<file path="src/ivp_pkg.sv">
// Purpose: Constants shared by the interrupt vector and priority logic.
// Assumes: Ranks 0 to 53 are the maskable sources in default order.
// Notes:   Vector addresses are 20-bit byte addresses of two-byte entries.
package ivp_pkg;
   localparam int unsigned NSRC           = 54;
   localparam int unsigned RANK_W         = 6;
   localparam int unsigned VEC_W          = 20;
   localparam logic [19:0] VEC_RESET      = 20'h0_0000;
   localparam logic [19:0] VEC_RANK0      = 20'h0_0004;
   localparam logic [19:0] VEC_BREAK      = 20'h0_007E;
   localparam int unsigned RANK_WDT_IVL   = 0;
   localparam int unsigned RANK_VDET      = 1;
   localparam int unsigned RANK_TM0       = 20;
   localparam int unsigned RANK_TM1       = 21;
   localparam int unsigned RANK_ADC       = 24;
   localparam int unsigned RANK_RTC       = 25;
   localparam int unsigned RANK_ITMR      = 26;
   localparam int unsigned RANK_KEY       = 27;
   localparam int unsigned RANK_SER3_TX   = 28;
   localparam int unsigned RANK_TM4       = 31;
   localparam int unsigned RANK_SER3_ERR  = 44;
   localparam int unsigned RANK_MULDIV    = 45;
   localparam int unsigned RANK_TW1       = 46;
   localparam int unsigned RANK_FLASH     = 47;
   localparam int unsigned RANK_DMA2      = 48;
   localparam int unsigned RANK_DMA3      = 49;
   localparam int unsigned RANK_TM14      = 50;
   localparam int unsigned VDET_SEL_BIT   = 7;
   localparam logic [7:0]  OPC_ILLEGAL    = 8'hFF;
   localparam int unsigned LAT_MIN_CLK    = 9;
   localparam int unsigned LAT_MAX_CLK    = 16;
   localparam logic [3:0]  LAT_CNT_RST    = 4'h0;
   localparam logic [3:0]  LAT_START      = 4'(LAT_MIN_CLK - 1);
   typedef enum logic [2:0] {
      IVP_IDLE = 3'b001,
      IVP_WAIT = 3'b010,
      IVP_ACK  = 3'b100
   } ivp_state_t;
endpackage : ivp_pkg

</file>
<file path="src/ivp_core.sv">
// Purpose: Ranks maskable requests, gives vector addresses for interrupts,
//          the software break and every reset source.
// Assumes: Request, mask and level flags are held outside; levels 0 is highest.
// Notes:   One vector is offered at a time; the CPU acknowledges it.
// How it works
// - Timer ch0 rank 20 vector 2C; timer ch1 rank 21 vector 2E.
// - Serial 3 transmit events, all modes, rank 28 vector 3C.
// - Converter done request at rank 24, vector 34.
// - Calendar clock event at rank 25, vector 36.
// - Interval timer event at rank 26, vector 38.
// - Key return event at rank 27, vector 3A.
// - Timer channels 4 to 7 at ranks 31 to 34, vectors 42 upward.
// - Serial 3 receive error and timer 13 upper share rank 44, vector 5C.
// - Divide done or multiply-accumulate overflow at rank 45, vector 5E.
// - Second two-wire controller done at rank 46, vector 60.
// - Rank 47, vector 62, kept for flash library use only.
// - DMA channels 2 and 3 at ranks 48 and 49, vectors 64 and 66.
// - Timer channels 14 to 17 at ranks 50 to 53, last vector 6E.
// - Break instruction vectors to 7E regardless of enable or priority.
// - Power-on, voltage, watchdog, illegal access and parity errors reset.
// - Opcode FF resets unless issued by the debug emulator.
// - Voltage detection resets when the select bit 7 is one.
// - With select bit zero, voltage detection requests rank 1, vector 06.
// - Watchdog interval at rank 0, vector 04, when option bit enables it.
// - From idle, the vector is offered a fixed 10 clocks after the request.
module ivp_core
   import ivp_pkg::*;
(
   input  wire logic                    clk_sys_i,
   input  wire logic                    resetn_i,
   input  wire logic [ivp_pkg::NSRC-1:0] irq_req_i,
   input  wire logic [ivp_pkg::NSRC-1:0] irq_mask_i,
   input  wire logic [2*ivp_pkg::NSRC-1:0] irq_level_i,
   input  wire logic [2:0]              isr_level_i,
   input  wire logic                    int_enable_i,
   input  wire logic                    watchdog_interval_enable_i,
   input  wire logic                    voltage_detect_event_i,
   input  wire logic [7:0]              voltage_detect_level_reg_i,
   input  wire logic                    break_instruction_i,
   input  wire logic                    opcode_valid_i,
   input  wire logic [7:0]              opcode_i,
   input  wire logic                    debug_issue_i,
   input  wire logic                    reset_pin_n_i,
   input  wire logic                    power_on_reset_i,
   input  wire logic                    watchdog_overflow_i,
   input  wire logic                    illegal_access_reset_i,
   input  wire logic                    ram_parity_reset_i,
   input  wire logic                    cpu_ack_i,
   output logic                         irq_valid_o,
   output logic [ivp_pkg::VEC_W-1:0]    irq_vector_o,
   output logic [ivp_pkg::RANK_W-1:0]   irq_rank_o,
   output logic [1:0]                   irq_level_o,
   output logic                         break_take_o,
   output logic [ivp_pkg::VEC_W-1:0]    break_vector_o,
   output logic                         reset_req_o,
   output logic [ivp_pkg::VEC_W-1:0]    reset_vector_o,
   output logic [2:0]                   reset_cause_o
);
   import ivp_pkg::*;

   ////////////////////////////////////////////////////////////////////////////
   // Rank to vector: two bytes per rank from the first maskable entry.

   function automatic logic [VEC_W-1:0] rank_vec(input logic [RANK_W-1:0] r);
      rank_vec = VEC_RANK0 + {13'h0_000, r, 1'b0};
   endfunction

   ////////////////////////////////////////////////////////////////////////////
   // Pin input synchroniser, two flops, for the asynchronous reset pin only.

   logic [1:0] pin_sync_q;
   logic [1:0] pin_sync_d;

   always_comb begin
      pin_sync_d = {pin_sync_q[0], reset_pin_n_i};
   end

   always_ff @(posedge clk_sys_i) begin
      if (!resetn_i) begin
         pin_sync_q <= 2'b11;
      end else begin
         pin_sync_q <= pin_sync_d;
      end
   end

   ////////////////////////////////////////////////////////////////////////////
   // Effective request lines; the voltage and watchdog entries are steered here.

   logic                vdet_resets;
   logic [NSRC-1:0]     eff_req;

   always_comb begin
      vdet_resets = voltage_detect_level_reg_i[VDET_SEL_BIT];
      eff_req     = irq_req_i;
      eff_req[RANK_WDT_IVL] = irq_req_i[RANK_WDT_IVL] &
                              watchdog_interval_enable_i;
      eff_req[RANK_VDET]    = (irq_req_i[RANK_VDET] | voltage_detect_event_i) &
                              ~vdet_resets;
   end

   ////////////////////////////////////////////////////////////////////////////
   // Priority resolution: lowest level wins, lowest rank breaks ties.
   // Shared entries (ranks 28, 44, 45) are the OR of their sources outside.
   // Ranks 20, 21, 24-28, 31-34, 44-53 follow the table by rank order.

   logic              win_found;
   logic [RANK_W-1:0] win_rank;
   logic [1:0]        win_lvl;
   logic [1:0]        lvl;

   always_comb begin
      win_found = 1'b0;
      win_rank  = '0;
      win_lvl   = 2'b11;
      lvl       = 2'b00;
      for (int i = 0; i < NSRC; i++) begin
         lvl = irq_level_i[2*i +: 2];
         if (int_enable_i && eff_req[i] && !irq_mask_i[i] &&
             ({1'b0, lvl} < isr_level_i)) begin
            if (!win_found || (lvl < win_lvl)) begin
               win_found = 1'b1;
               win_rank  = RANK_W'(i);
               win_lvl   = lvl;
            end
         end
      end
   end

   ////////////////////////////////////////////////////////////////////////////
   // Service timing: from idle, a request is offered a fixed 10 clocks later.

   ivp_state_t        st_q;
   ivp_state_t        st_d;
   logic [3:0]        lat_q;
   logic [3:0]        lat_d;
   logic [RANK_W-1:0] rank_q;
   logic [RANK_W-1:0] rank_d;
   logic [1:0]        lvl_q;
   logic [1:0]        lvl_d;

   always_comb begin
      st_d   = st_q;
      lat_d  = lat_q;
      rank_d = rank_q;
      lvl_d  = lvl_q;
      unique case (st_q)
         IVP_IDLE: begin
            if (win_found) begin
               st_d  = IVP_WAIT;
               lat_d = LAT_CNT_RST;
            end
         end
         IVP_WAIT: begin
            lat_d = lat_q + 4'h1;
            if (!win_found) begin
               st_d = IVP_IDLE;
            end else if (lat_q == LAT_START) begin
               st_d   = IVP_ACK;
               rank_d = win_rank;
               lvl_d  = win_lvl;
            end
         end
         IVP_ACK: begin
            if (cpu_ack_i || !win_found) begin
               st_d = IVP_IDLE;
            end else begin
               rank_d = win_rank;
               lvl_d  = win_lvl;
            end
         end
         default: begin
            st_d = IVP_IDLE;
         end
      endcase
   end

   always_ff @(posedge clk_sys_i) begin
      if (!resetn_i) begin
         st_q   <= IVP_IDLE;
         lat_q  <= LAT_CNT_RST;
         rank_q <= '0;
         lvl_q  <= 2'b00;
      end else begin
         st_q   <= st_d;
         lat_q  <= lat_d;
         rank_q <= rank_d;
         lvl_q  <= lvl_d;
      end
   end

   always_comb begin
      irq_valid_o  = (st_q == IVP_ACK);
      irq_rank_o   = rank_q;
      irq_level_o  = lvl_q;
      irq_vector_o = rank_vec(rank_q);
   end

   ////////////////////////////////////////////////////////////////////////////
   // Software break: ignores enable, mask and level.

   logic brk_q;
   logic brk_d;

   always_comb begin
      brk_d = break_instruction_i;
   end

   always_ff @(posedge clk_sys_i) begin
      if (!resetn_i) begin
         brk_q <= 1'b0;
      end else begin
         brk_q <= brk_d;
      end
   end

   always_comb begin
      break_take_o   = brk_q;
      break_vector_o = VEC_BREAK;
   end

   ////////////////////////////////////////////////////////////////////////////
   // Reset sources, all through the common vector.

   logic       rst_q;
   logic       rst_d;
   logic [2:0] cause_q;
   logic [2:0] cause_d;
   logic       trap;

   always_comb begin
      trap    = opcode_valid_i && (opcode_i == OPC_ILLEGAL) &&
                !debug_issue_i;
      rst_d   = 1'b1;
      cause_d = 3'h0;
      if (!pin_sync_q[1]) begin
         cause_d = 3'h1;
      end else if (power_on_reset_i) begin
         cause_d = 3'h2;
      end else if (voltage_detect_event_i && vdet_resets) begin
         cause_d = 3'h3;
      end else if (watchdog_overflow_i) begin
         cause_d = 3'h4;
      end else if (trap) begin
         cause_d = 3'h5;
      end else if (illegal_access_reset_i) begin
         cause_d = 3'h6;
      end else if (ram_parity_reset_i) begin
         cause_d = 3'h7;
      end else begin
         rst_d   = 1'b0;
         cause_d = cause_q;
      end
   end

   always_ff @(posedge clk_sys_i) begin
      if (!resetn_i) begin
         rst_q   <= 1'b0;
         cause_q <= 3'h0;
      end else begin
         rst_q   <= rst_d;
         cause_q <= cause_d;
      end
   end

   always_comb begin
      reset_req_o    = rst_q;
      reset_cause_o  = cause_q;
      reset_vector_o = VEC_RESET;
   end

endmodule // ivp_core

</file>
<file path="config.mk">
export PLATFORM = sky130hd
export DESIGN_NAME = ivp_core
export DESIGN_NICKNAME = d
export VERILOG_FILES = /design/src/ivp_pkg.sv /design/src/ivp_core.sv
export SDC_FILE = /design/constraint.sdc
export NUM_CORES = 1
export LEC_CHECK = 0
export ABC_AREA = 1
export ABC_CLOCK_PERIOD_IN_PS = 46800
export BUFFER_PORTS_ARGS = -buffer_cell sky130_fd_sc_hd__buf_2
export CORE_UTILIZATION = 45
export DETAILED_ROUTE_END_ITERATION = 8
export PLACE_DENSITY = 0.76
export SLEW_MARGIN = 20
export SYNTH_ARGS = -nofsm -noshare
export SYNTH_HDL_FRONTEND = slang
export SYNTH_SLANG_ARGS = --single-unit
</file>
<file path="constraint.sdc">
create_clock -name clk_sys_i -period 46.8 [get_ports clk_sys_i]
set_input_delay 2.34 -clock clk_sys_i [delete_from_list [all_inputs] [get_ports clk_sys_i]]
set_output_delay 2.34 -clock clk_sys_i [all_outputs]
set_load 0.05 [all_outputs]
</file>
======== After elaboration in Yosys (flattened, before gate mapping) ========
Cells that the tools add are included.
W data, S select, Z words.
word-level totals
  flip-flop bits (word level) ............. 22
  bits in latches ......................... 0
  RAM bits ................................ 0
  bits in read-only memories .............. 0
  output and inout bits ................... 74
  word-level logic and storage cells ...... 823
  memories kept ........................... 0
cells by class
  add/subtract/negate cells ............... 2
  multipliers ............................. 0
  div/mod/pow operators ................... 0
  $lt $le $gt $ge ......................... 107
  eq/ne operators ......................... 12
  shifts and indexed selects .............. 0
  muxes and demuxes ....................... 349
  bitwise gates (word level) .............. 6
  reductions and logical operators ........ 337
operators with widths
  cell                   count
  $mux W6                107
  $mux W2                112
  $logic_and A1 B1 Y1    165
  $lt A2 B3 Y1           54
  $mux W1                117
  $logic_not A1 Y1       109
  $lt A2 B2 Y1           53
  $logic_or A1 B1 Y1     54
  $mux W3                8
  $pmux W6 S2            1
  $pmux W3 S3            1
  $add A3 B7 Y8 const A  1
  $eq A8 B8 Y1 const B   1
  $ne A2 B2 Y1 const B   4
  $pmux W4 S2            1
  $ne A7 B5 Y1 const B   1
  $reduce_bool A6 Y1     1
  $add A4 B1 Y4 const B  1
  $eq A4 B4 Y1 const B   1
  $mux W4                1
  $pmux W2 S2            1
  $reduce_and A2 Y1      2
  $reduce_and A4 Y1      1
  $reduce_bool A2 Y1     2
  11 further kinds       14

======== Longest topological paths before layout ========
Gate-level depths: netlist of the first run.
  depth in word-level cells ............... 221
  gate-level depth with buffers ........... 239
  mapped depth without buffers ............ 239

======== Least setup slack after synthesis of the first run ========
No wires, ideal clock.
  path kind ............................... in2reg
  from .................................... input isr_level_i[1]
  to ...................................... register rank_q[3], in the netlist irq_rank_o[3]
  library setup time ...................... 0.117 ns
  data arrival time ....................... 21.367 ns
  data required time ...................... 46.683 ns
  setup slack ............................. 25.315 ns
  stages .................................. 236
  cell sequence ........................... inv_1 -> ha_1 -> inv_1 -> nor2_2 -> nand2_1 -> o21ai_1 -> nor2_1 -> nand3_1 -> nand2_1 -> nand3_1 -> nand2_1 -> nand2_1 -> nand2_1 -> nand4_1 -> nand2_1 -> nand2_1 -> nand2_1 -> nand3_1 -> (+200 left out) -> nor2_1 -> nand2_1 -> nand2_1 -> nand2_1 -> nand2_1 -> nand3_1 -> nand2_1 -> nand2_1 -> nand2_1 -> nand2_2 -> o21ai_0 -> ha_1 -> nand2_1 -> nand2_1 -> nand2_2 -> nand2_2 -> nand3_1 -> a21oi_1
between the ends
  word-level cells in the longest chain between the ends .. 219
  elaborated cells on any way between the ends .. 591
RTL lines
  element                                                  line             RTL
  from (decl)                                              ivp_core.sv:34   input wire logic [2:0] isr_level_i,
  $lt A2 B3 Y1                                             ivp_core.sv:119  ({1'b0, lvl} < isr_level_i)) begin
  $logic_and A1 B1 Y1                                      ivp_core.sv:118  if (int_enable_i && eff_req[i] && !irq_mask_i[i] &&
  $mux W2 / $mux W1 (equally long branches)                ivp_core.sv:118
  $lt A2 B2 Y1 / $logic_not A1 Y1 (equally long branches)  ivp_core.sv:120  if (!win_found || (lvl < win_lvl)) begin
  $logic_or A1 B1 Y1                                       ivp_core.sv:120
  $mux W2 / $mux W1 (equally long branches)                ivp_core.sv:120
  $mux W2 / $mux W1 (equally long branches)                ivp_core.sv:118
  $lt A2 B2 Y1 / $logic_not A1 Y1 (equally long branches)  ivp_core.sv:120
  (+203 left out)                                          --
  $lt A2 B2 Y1 / $logic_not A1 Y1 (equally long branches)  ivp_core.sv:120
  $logic_or A1 B1 Y1                                       ivp_core.sv:120
  $mux W1                                                  ivp_core.sv:120
  $mux W1                                                  ivp_core.sv:118
  $logic_not A1 Y1                                         ivp_core.sv:164  if (cpu_ack_i || !win_found) begin
  $logic_or A1 B1 Y1                                       ivp_core.sv:164
  $ne A2 B2 Y1 (no source line)                            --
  $reduce_and A4 Y1 (no source line)                       --
  to (signal assigned)                                     ivp_core.sv:186  rank_q <= rank_d;
  to (decl)                                                ivp_core.sv:136  logic [RANK_W-1:0] rank_q;
Parallel ways exist; a longest one is shown, timed or not. The select of a mux whose other input is x is not followed.
A chain may end at the register's enable or synchronous reset.

======== Worst setup path after layout of the first run ========
Ends and elaborated chain as after synthesis.

==> summary.txt, run 1 <==
Synth
  • Yosys warns: 0
  • Post-synthesis cell area: 7580 um2
  • Fraction of registers with async set/reset: 0%
  • Yosys cell types: 43
  • Sequential area share after synthesis: slightly below 6%
  • Seq cells post-synth: 22
  • EDFF count, synth: 0
  • Ys flop type: dfxtp_1
  • Cells after Synth: 1478
  • Syn Area/Cell: between 5 and 6 um2

Global route
  • Largest net degree at the start of global routing: 57
  • Antenna violations before repair: 3
  • Gr ovfl total: 0
  • Vias in the first global route: around 9000
  • Total GRT Usage: ~26%
  • First-pass GRT wire length: between 30 and 40 mm

Clock network
  • Clk pin slew, worst setup/hold paths: about 0.06 ns
  • Clock buffer depth: 2
  • CTS tree: done
  • CTS H-tree lvls: 1
  • Cts hold-fix bufs: 0
  • Clock root cell: clkbuf_16
  • Setup Fix Bufs, Post-CTS: 0
  • PostCTS Resize Cnt: 0
  • Num CTS Buffers: 3
  • # clock sinks: 22
  • Clk_lat worst skew: ~0.26 ns

Floorplan
  • FP Rows: 47
  • IO Count: 323
  • DIE AREA: between 15000 and 20000 um2
  • Core Footprint: 16500 um2
  • Die width: roughly 130 um
  • Initial core utilization: 45.9%
  • Die Y: about 130 um

Min path
  • Hold path startpoint: pin_sync_q[0]
  • Hold worst-path end: pin_sync_q[1]
  • Hold Crit Class: reg -> reg
  • Hold depth: 1

STA
  • Worst Tran Pin Value: 0.910 ns
  • Final Hold Fails: 0
  • Final Max Slew Viols: 0
  • Fmax: 0.0413 GHz
  • Final setup vio count: 0
  • RSZ-0062 raised after global routing: no
  • Worst slew margin: 38.8%
  • Period utilization: roughly 52%
  • Fin Setup TNS: 0 ns
  • Min Clock Period, post-route: 24.19 ns
  • Setup Skew: between 0.007 and 0.008 ns

Cells and area
  • Final Net Count: ~2000
  • Syn-to-layout area delta: 18.7%
  • Post-route insts no fill: about 2000
  • Layout cell share with drive strength beyond 1: ~20%
  • Final instance area: ~9000 um2

Worst setup path
  • Kind of critical path: in -> reg
  • Crit-path max cell delay: ~0.55 ns
  • Worst Path Max Fanout: 54
  • Reg2Reg Capture Point: irq_rank_o[3]
  • CP bufs+invs: 5
  • CP startpoint kind: input port
  • Reg2Reg Setup Slack: about 45 ns
  • Reg-to-Reg Start: lat_q[0]
  • Reg2Reg Depth: 9
  • CP top delay family: simple AND/OR/NAND/NOR gates
  • CP endpoint kind: flop
  • Arrival @ worst endpoint: around 24 ns
  • Slowest CP cell: buf_4
  • Crit path required time: 46.94 ns
  • CP most frequent cell: nand2_1

Detailed routing
  • DR DRC count: 0
  • DR WL/cell: between 10 and 15 um
  • Final wirelength: 23.0 mm
  • Vias per inst: between 5 and 6
  • Via count: just under 10000
  • Pre-antenna DRT Iters: 7
  • Antenna viol nets, final: 0
  • Detailed Route Iter0 Violations: about 420

Place
  • Final Wtd Congestion: about 0.90
  • HPWL Detailed: 19.1 mm
  • Placed Cells: a little under 2000
  • DP Area: 8890 um2
  • Number of port buffers: approximately 260

Run status
  • Outcome: complete, no violations

Power and ir drop
  • Worst vdd ir: between 0.00001 and 0.000015 V
  • Power per cell area: between 15 and 20 nW/um2
  • Leakage Power: between 5 and 6 nW

Job
  • Max cap viols: 0
[cells in the mapped netlist (2+ instances only)]
cell type	count	area share, %
nand2_1	411	20
inv_1	241	12
nor2_1	129	6.4
a21oi_1	128	8.4
nand3_1	121	8.0
buf_4	59	5.8
ha_1	59	9.7
o21ai_0	53	3.5
nor3_1	52	3.4
nand2_2	40	3.3
nand4_1	31	2.6
o211ai_1	25	2.5
dfxtp_1	22	5.8
inv_2	15	0.74
o21ai_1	11	0.73
nor4_1	10	0.82
clkinv_1	9	0.45
clkbuf_1	7	0.35
a31oi_1	5	0.41
buf_1	5	0.25
or2_2	5	0.41
a21boi_1	4	0.40
nand3_2	4	0.53
xor2_1	4	0.46
a211oi_1	3	0.30
a21boi_0	2	0.20
conb_1	2	0.099
nand3b_1	2	0.20
nor2_2	2	0.16
nor3_2	2	0.26
o21bai_1	2	0.20
o31ai_1	2	0.20
[through the flow]
stage	hold WS [ns]	worst slack (ns)	util, %	total power, mW
floorplan	0.393	25.32	-	0.127
global placement	0.395	22.90	53.8	0.152
detailed placement	0.407	22.36	53.8	0.155
CTS	0.440	22.54	54.4	0.179
global route	0.452	18.69	54.4	0.202
finish	0.438	22.61	54.5	0.179
[layout make-up]
type	instances	area, um2
Antenna cell	2	5.00
Clock buffer	3	75.1
Clock inverter	1	30.0
Fill cell	1796	7520
Inverter	266	1000
Multi-Input combinational cell	1169	5840
Sequential cell	22	440
Tap cell	220	275
Timing Repair Buffer	266	1340
[state kept, by name (all words and copies together) (netlist names)]
name,count
break_take_o,1
pin_sync_q,2
reset_req_o,1
irq_level_o,2
irq_rank_o,6
lat_q,4
st_q,3
reset_cause_o,3
[worst max-delay path by stage]
stage                               from  depth (start not counted)             to
after floorplan           isr_level_i[1]                        236  irq_rank_o[3]
after global placement    isr_level_i[1]                        236  irq_rank_o[3]
after detailed placement  isr_level_i[1]                        238  irq_rank_o[3]
after CTS                 isr_level_i[1]                        238  irq_rank_o[3]
after global routing      isr_level_i[1]                        236  irq_rank_o[3]
final                     isr_level_i[1]                        238  irq_rank_o[3]
[cells by family after synthesis]
family / after synthesis / share of synthesized area (%)
other: 2 / 0.0990
AND/OR/NAND/NOR: 814 / 46.8
flip-flops: 22 / 5.81
XOR/XNOR: 4 / 0.462
buffers and inverters: 338 / 19.8
adder cells (fa/ha/maj): 59 / 9.73
AO/OA/AOI/OAI: 239 / 17.3
[routing by layer]
layer | track usage, % | vias to the layer above | wire, um
met5 | 0 | - | 27
met4 | 7.49 | 4 | 600
met3 | 3.81 | 48 | 1470
met2 | 48.5 | 310 | 10900
met1 | 30.4 | 4252 | 9980
li1 | - | 5163 | -
[cells in the final DEF, fill, tap and decap left out, types with 16 or more instances in the layout]
cell type,instances
nand2_1,411
buf_2,262
inv_1,240
nor2_1,129
a21oi_1,128
nand3_1,121
ha_1,59
o21ai_0,53
conb_1,53
nor3_1,52
nand2_2,40
nand4_1,31
o211ai_1,25
dfxtp_1,22
inv_2,16
[power by group]
group | switching [mW] | total, mW | internal (mW) | leakage [nW]
combinational | 0.0878 | 0.135 | 0.0477 | 5.21
sequential | 0.000361 | 0.0198 | 0.0194 | 0.180
clock | 0.00716 | 0.0242 | 0.0170 | 0.0511
Power figures use the tool's default switching activity.
==> run 2: changes to the inputs <==
--- a/config.mk
+++ b/config.mk
@@ -6,11 +6,11 @@
 export NUM_CORES = 1
 export LEC_CHECK = 0
 export ABC_AREA = 1
-export ABC_CLOCK_PERIOD_IN_PS = 46800
+export ABC_CLOCK_PERIOD_IN_PS = 21200
 export BUFFER_PORTS_ARGS = -buffer_cell sky130_fd_sc_hd__buf_2
 export CORE_UTILIZATION = 45
 export DETAILED_ROUTE_END_ITERATION = 8
-export PLACE_DENSITY = 0.76
+export PLACE_DENSITY = 0.79
 export SLEW_MARGIN = 20
 export SYNTH_ARGS = -nofsm -noshare
 export SYNTH_HDL_FRONTEND = slang
==> constraint.sdc (replaced) <==
create_clock -name clk_sys_i -period 21.2 [get_ports clk_sys_i]
set_input_delay 1.06 -clock clk_sys_i [delete_from_list [all_inputs] [get_ports clk_sys_i]]
set_output_delay 1.06 -clock clk_sys_i [all_outputs]
set_load 0.05 [all_outputs]
==> summary.txt, run 2 (synthesis gave the netlist of run 1 again) <==
Clock network
  • Clock root cell: clkbuf_16
  • CTS tree: done
  • Clk_lat worst skew: 0.25 ns
  • Clock buffer depth: 2
  • Num CTS Buffers: 3
  • CTS H-tree lvls: 1
  • # clock sinks: 22
  • Cts hold-fix bufs: 0
  • Clk pin slew, worst setup/hold paths: 0.06 ns

Detailed routing
  • Detailed Route Iter0 Violations: 509
  • Vias per inst: about 5.2
  • Pre-antenna DRT Iters: 5
  • DR DRC count: 0
  • Antenna viol nets, final: 0
  • Via count: approximately 11000
  • Final wirelength: about 27 mm
  • DR WL/cell: 13.3 um

STA
  • Final Max Slew Viols: 0
  • Final Hold Fails: 0
  • Min Clock Period, post-route: ~22 ns
  • Fmax: between 0.04 and 0.05 GHz
  • Worst Tran Pin Value: approximately 0.9 ns
  • Period utilization: 102%
  • Setup WS post-layout: -0.481 ns
  • Final setup vio count: 8
  • Worst slew margin: 39.5%
  • RSZ-0062 raised after global routing: yes
  • Setup Skew: approximately 0.0018 ns

Worst setup path
  • CP most frequent cell: nand2_2
  • Crit path required time: approximately 21 ns
  • Reg2Reg Setup Slack: roughly 19 ns
  • CP bufs+invs: 5
  • CP endpoint kind: flop
  • Worst Path Max Fanout: 6
  • Crit-path max cell delay: 0.29 ns
  • Arrival @ worst endpoint: 21.82 ns
  • Slowest CP cell: ha_1
  • Kind of critical path: in -> reg
  • CP top delay family: simple AND/OR/NAND/NOR gates
  • CP startpoint kind: input port

Place
  • Number of port buffers: 262
  • Placed Cells: 1964
  • Post-Place Worst Slack: -0.570 ns
  • HPWL Detailed: 19.9 mm
  • Final Wtd Congestion: a little over 0.9

Cells and area
  • Most common cell after layout, fill and taps aside: nand2_1
  • Register area: ~440 um2
  • Fill cell count: about 1500
  • Most frequent cells in the layout: nand2_1 (288), buf_2 (261), inv_1 (240)
  • Final Net Count: roughly 2100
  • Layout cell share with drive strength beyond 1: 34.7%
  • Max reg flops: 6
  • Area of the multi-input gates: around 6600 um2
  • Syn-to-layout area delta: 39.9%
  • Post-route insts no fill: approximately 2100

Floorplan
  • FP Rows: 47
  • Die Y: roughly 130 um
  • Initial core utilization: 45.9%
  • Die width: 132 um
  • DIE AREA: 17400 um2
  • IO Count: around 320
  • Core Footprint: 16500 um2

Global route
  • Total GRT Usage: 27.5%
  • Vias in the first global route: approximately 9500
  • Largest net degree at the start of global routing: 41
  • First-pass GRT wire length: 40.7 mm
  • Antenna violations before repair: 4
  • Gr ovfl total: 0

Run status
  • Outcome: complete, but fails checks
  • Failing checks: setup timing

Job
  • Max cap viols: 0

Power and ir drop
  • Leakage Power: 6.19 nW
  • Power per cell area: approximately 46 nW/um2
  • Worst vdd ir: roughly 0.000028 V

Min path
  • Hold Crit Class: reg -> reg
-- run 2: area by class of cell --
cell class / count / share of cell area, %
Clock buffer: 4 / 0.837
Timing Repair Buffer: 379 / 20.8
Tap cell: 220 / 2.59
Antenna cell: 4 / 0.0943
Sequential cell: 22 / 4.15
Multi-Input combinational cell: 1169 / 62.0
Inverter: 266 / 9.47
-- run 2: final timing paths --
check / start / depth (start not counted) / to
worst max-delay path: isr_level_i[1] / 235 / irq_rank_o[1]
worst min-delay path: pin_sync_q[0] / 1 / pin_sync_q[1]
worst max register to register: lat_q[0] / 9 / irq_rank_o[3]
worst min register to register: pin_sync_q[0] / 1 / pin_sync_q[1]
-- run 2: what timing repair did --
| action | CTS | global route |
|---|---|---|
| pin swaps | 49 | 163 |
| setup buffers | 31 | 61 |
| hold endpoints to repair | 0 | 0 |
| endpoints found under the setup margin | 8 | 8 |
| cloned | 0 | 0 |
| gates resized for setup | 45 | 177 |
-- run 2: power breakdown --
group / internal [mW] / total (mW) / switching (mW) / leakage [nW]
registers: 0.0429 / 0.0438 / 0.000878 / 0.180
logic: 0.160 / 0.405 / 0.246 / 5.96
clock network: 0.0287 / 0.0428 / 0.0140 / 0.0442
total: 0.231 / 0.492 / 0.260 / 6.19
-- run 2: metrics by stage --
step | cell area (um2) | total power [mW] | setup TNS [ns] | hold WS [ns] | utilization (%)
2_1_floorplan | 7770 | 0.280 | 0 | 0.393 | -
3_3_place_gp | 9050 | 0.338 | -0.0136 | 0.396 | 54.8
3_5_place_dp | 9050 | 0.345 | -4.06 | 0.401 | 54.8
4_1_cts | 9530 | 0.419 | 0 | 0.415 | 57.6
5_1_grt | 10600 | 0.540 | -21.48 | 0.470 | 64.2
6_report | 10600 | 0.492 | -3.62 | 0.443 | 64.2
-- run 2: layer usage --
metal | GRT usage (%) | vias up | routed length, um
li1 | - | 5409 | -
met1 | 31.4 | 4808 | 10600
met2 | 52.0 | 468 | 13700
met3 | 4.84 | 82 | 2270
met4 | 7.43 | 0 | 826
met5 | 0 | - | 0
==> run 3: changes to the inputs <==
--- a/config.mk
+++ b/config.mk
@@ -8,10 +8,9 @@
 export ABC_AREA = 1
 export ABC_CLOCK_PERIOD_IN_PS = 21200
 export BUFFER_PORTS_ARGS = -buffer_cell sky130_fd_sc_hd__buf_2
-export CORE_UTILIZATION = 45
+export CORE_UTILIZATION = 46
 export DETAILED_ROUTE_END_ITERATION = 8
-export PLACE_DENSITY = 0.79
-export SLEW_MARGIN = 20
+export PLACE_DENSITY = 0.81
 export SYNTH_ARGS = -nofsm -noshare
 export SYNTH_HDL_FRONTEND = slang
 export SYNTH_SLANG_ARGS = --single-unit
==> summary.txt, run 3 (synthesis gave the netlist of run 1 again) <==
Run status
  • Outcome: complete, but fails checks
  • Failing checks: setup timing

Worst setup path
  • CP most frequent cell: nand2_2
  • Arrival @ worst endpoint: approximately 22 ns
  • Slowest CP cell: ha_1
  • Crit path required time: 21.35 ns
  • Crit-path max cell delay: 0.29 ns
  • Worst Path Max Fanout: 6
  • CP endpoint kind: flop
  • Kind of critical path: in -> reg
  • CP startpoint kind: input port

STA
  • Setup WS post-layout: -0.273 ns
  • Period utilization: 101%
  • Fin Setup TNS: -1.95 ns
  • Min Clock Period, post-route: approximately 21 ns
  • Fmax: 0.0466 GHz
  • Worst Tran Pin Value: a little over 1 ns
  • Final setup vio count: 8
  • RSZ-0062 raised after global routing: yes
  • Setup Skew: about 0.0021 ns
  • Final Max Slew Viols: 0
  • Final Hold Fails: 0
  • Worst slew margin: a little under a third

Cells and area
  • Final Net Count: approximately 2100
  • Register area: 440 um2
  • Fill cell count: roughly 1500
  • Final core occ: about two thirds
  • Syn-to-layout area delta: 38.1%
  • Layout cell share with drive strength beyond 1: around a third
  • Final instance area: 10500 um2
  • Max reg flops: 6
  • Most frequent cells in the layout: nand2_1 (292), buf_2 (260), inv_1 (239)
  • Area of the multi-input gates: between 6000 and 7000 um2
  • Most common cell after layout, fill and taps aside: nand2_1

Floorplan
  • Die width: 130 um
  • Initial core utilization: 47.4%
  • DIE AREA: roughly 17000 um2
  • Core Footprint: 16000 um2
  • IO Count: 323
  • Die Y: around 130 um
  • FP Rows: 46

Place
  • Final Wtd Congestion: roughly 0.94
  • Number of port buffers: 262
  • Post-Place Worst Slack: -0.702 ns
  • DP Area: ~9000 um2
  • HPWL Detailed: slightly below 20 mm

Global route
  • Largest net degree at the start of global routing: 38
  • Total GRT Usage: 26.8%
  • Vias in the first global route: ~8700
  • Met2 usage: between 50 and 60%
  • Met3 Use GR: approximately 4.3%
  • Met1 Resource Use GR: between 20% and 30%
  • Gr busiest metal: met2
  • Antenna violations before repair: 6
  • First-pass GRT wire length: 37.3 mm
  • Gr ovfl total: 0

Power and ir drop
  • Internal: 0.226 mW
  • Power per cell area: between 40 and 50 nW/um2
  • Seq pwr share: approximately 9%
  • Clock power frac: under 10%
  • Logic pwr share: around four fifths
  • Leakage Power: around 6 nW
  • Psw: 0.258 mW
  • Switch share: a little over half
  • Worst vdd ir: ~0.00003 V

Detailed routing
  • Final wirelength: roughly 27 mm
  • Detailed Route Iter0 Violations: around 570
  • Vias per inst: approximately 5.2
  • DR DRC count: 0
  • DR WL/cell: between 10 and 15 um
  • Pre-antenna DRT Iters: 5
  • Via count: approximately 11000
  • Antenna viol nets, final: 0

Clock network
  • Clk pin slew, worst setup/hold paths: roughly 0.060 ns
  • Num CTS Buffers: 3
  • CTS H-tree lvls: 1
  • Cts hold-fix bufs: 0
  • # clock sinks: 22
  • CTS tree: done
  • Clk_lat worst skew: 0.26 ns
  • Clock buffer depth: 2
  • Clock root cell: clkbuf_16

Job
  • Max cap viols: 0

Min path
  • Hold Crit Class: reg -> reg
==> run 3: changes by cell type in the layout (fill, tap and decap cells not counted), sizes merged <==
cell / previous run / this run
buf: 379 / 367
diode: 4 / 8
==> run 3: worst paths after layout <==
check	cells past startpoint	slack, ns	end	from
setup / recovery	236	-0.27	irq_rank_o[3]	isr_level_i[1]
setup reg to reg	9	19.04	irq_rank_o[5]	st_q[0]
hold / removal	1	0.43	pin_sync_q[1]	pin_sync_q[0]
hold reg to reg	1	0.43	pin_sync_q[1]	pin_sync_q[0]
==> run 3: per-layer routing <==
layer | vias up | part of all wire, %
met1 | 4668 | 39
met3 | 92 | 8.6
met4 | 2 | 3.7
met2 | 481 | 49
met5 | - | 0.049
li1 | 5389 | -
==> run 3: layout make-up <==
cell class	instances	share of cell area (%)
Multi-Input combinational cell	1169	62.3
Tap cell	216	2.58
Inverter	266	9.67
Antenna cell	8	0.191
Timing Repair Buffer	367	20.2
Sequential cell	22	4.21
Clock buffer	4	0.848
==> run 3: power groups by stage <==
stage | Sequential [mW] | Clock, mW | Combinational [mW]
floorplan | 0.0466 | 0 | 0.233
global placement | 0.0445 | 0 | 0.293
detailed placement | 0.0445 | 0 | 0.301
CTS | 0.0437 | 0.0440 | 0.324
global route | 0.0440 | 0.0454 | 0.442
finish | 0.0438 | 0.0439 | 0.397
==> run 3: worst max-delay path, delay by kind of cell <==
family	cells	cell delay (ns)
adder cells (fa/ha/maj)	2	0.43
AO/OA/AOI/OAI	4	0.32
AND/OR/NAND/NOR	224	19.16
buffers and inverters	6	0.64
==> run 3: timing repair <==
action / CTS / global route
gates cloned: 0 / 0
pin swaps: 29 / 156
setup endpoints to repair: 8 / 8
resized for setup: 43 / 170
setup buffers: 21 / 61
==> run 3: per-stage QoR <==
step / hold WS [ns] / std cells / total power [mW]
after global routing: 0.443 / 2047 / 0.532
after detailed placement: 0.403 / 1958 / 0.345
final: 0.428 / 2052 / 0.484
after CTS: 0.427 / 1983 / 0.412
after global placement: 0.396 / 1958 / 0.337
after floorplan: 0.393 / 1529 / 0.280
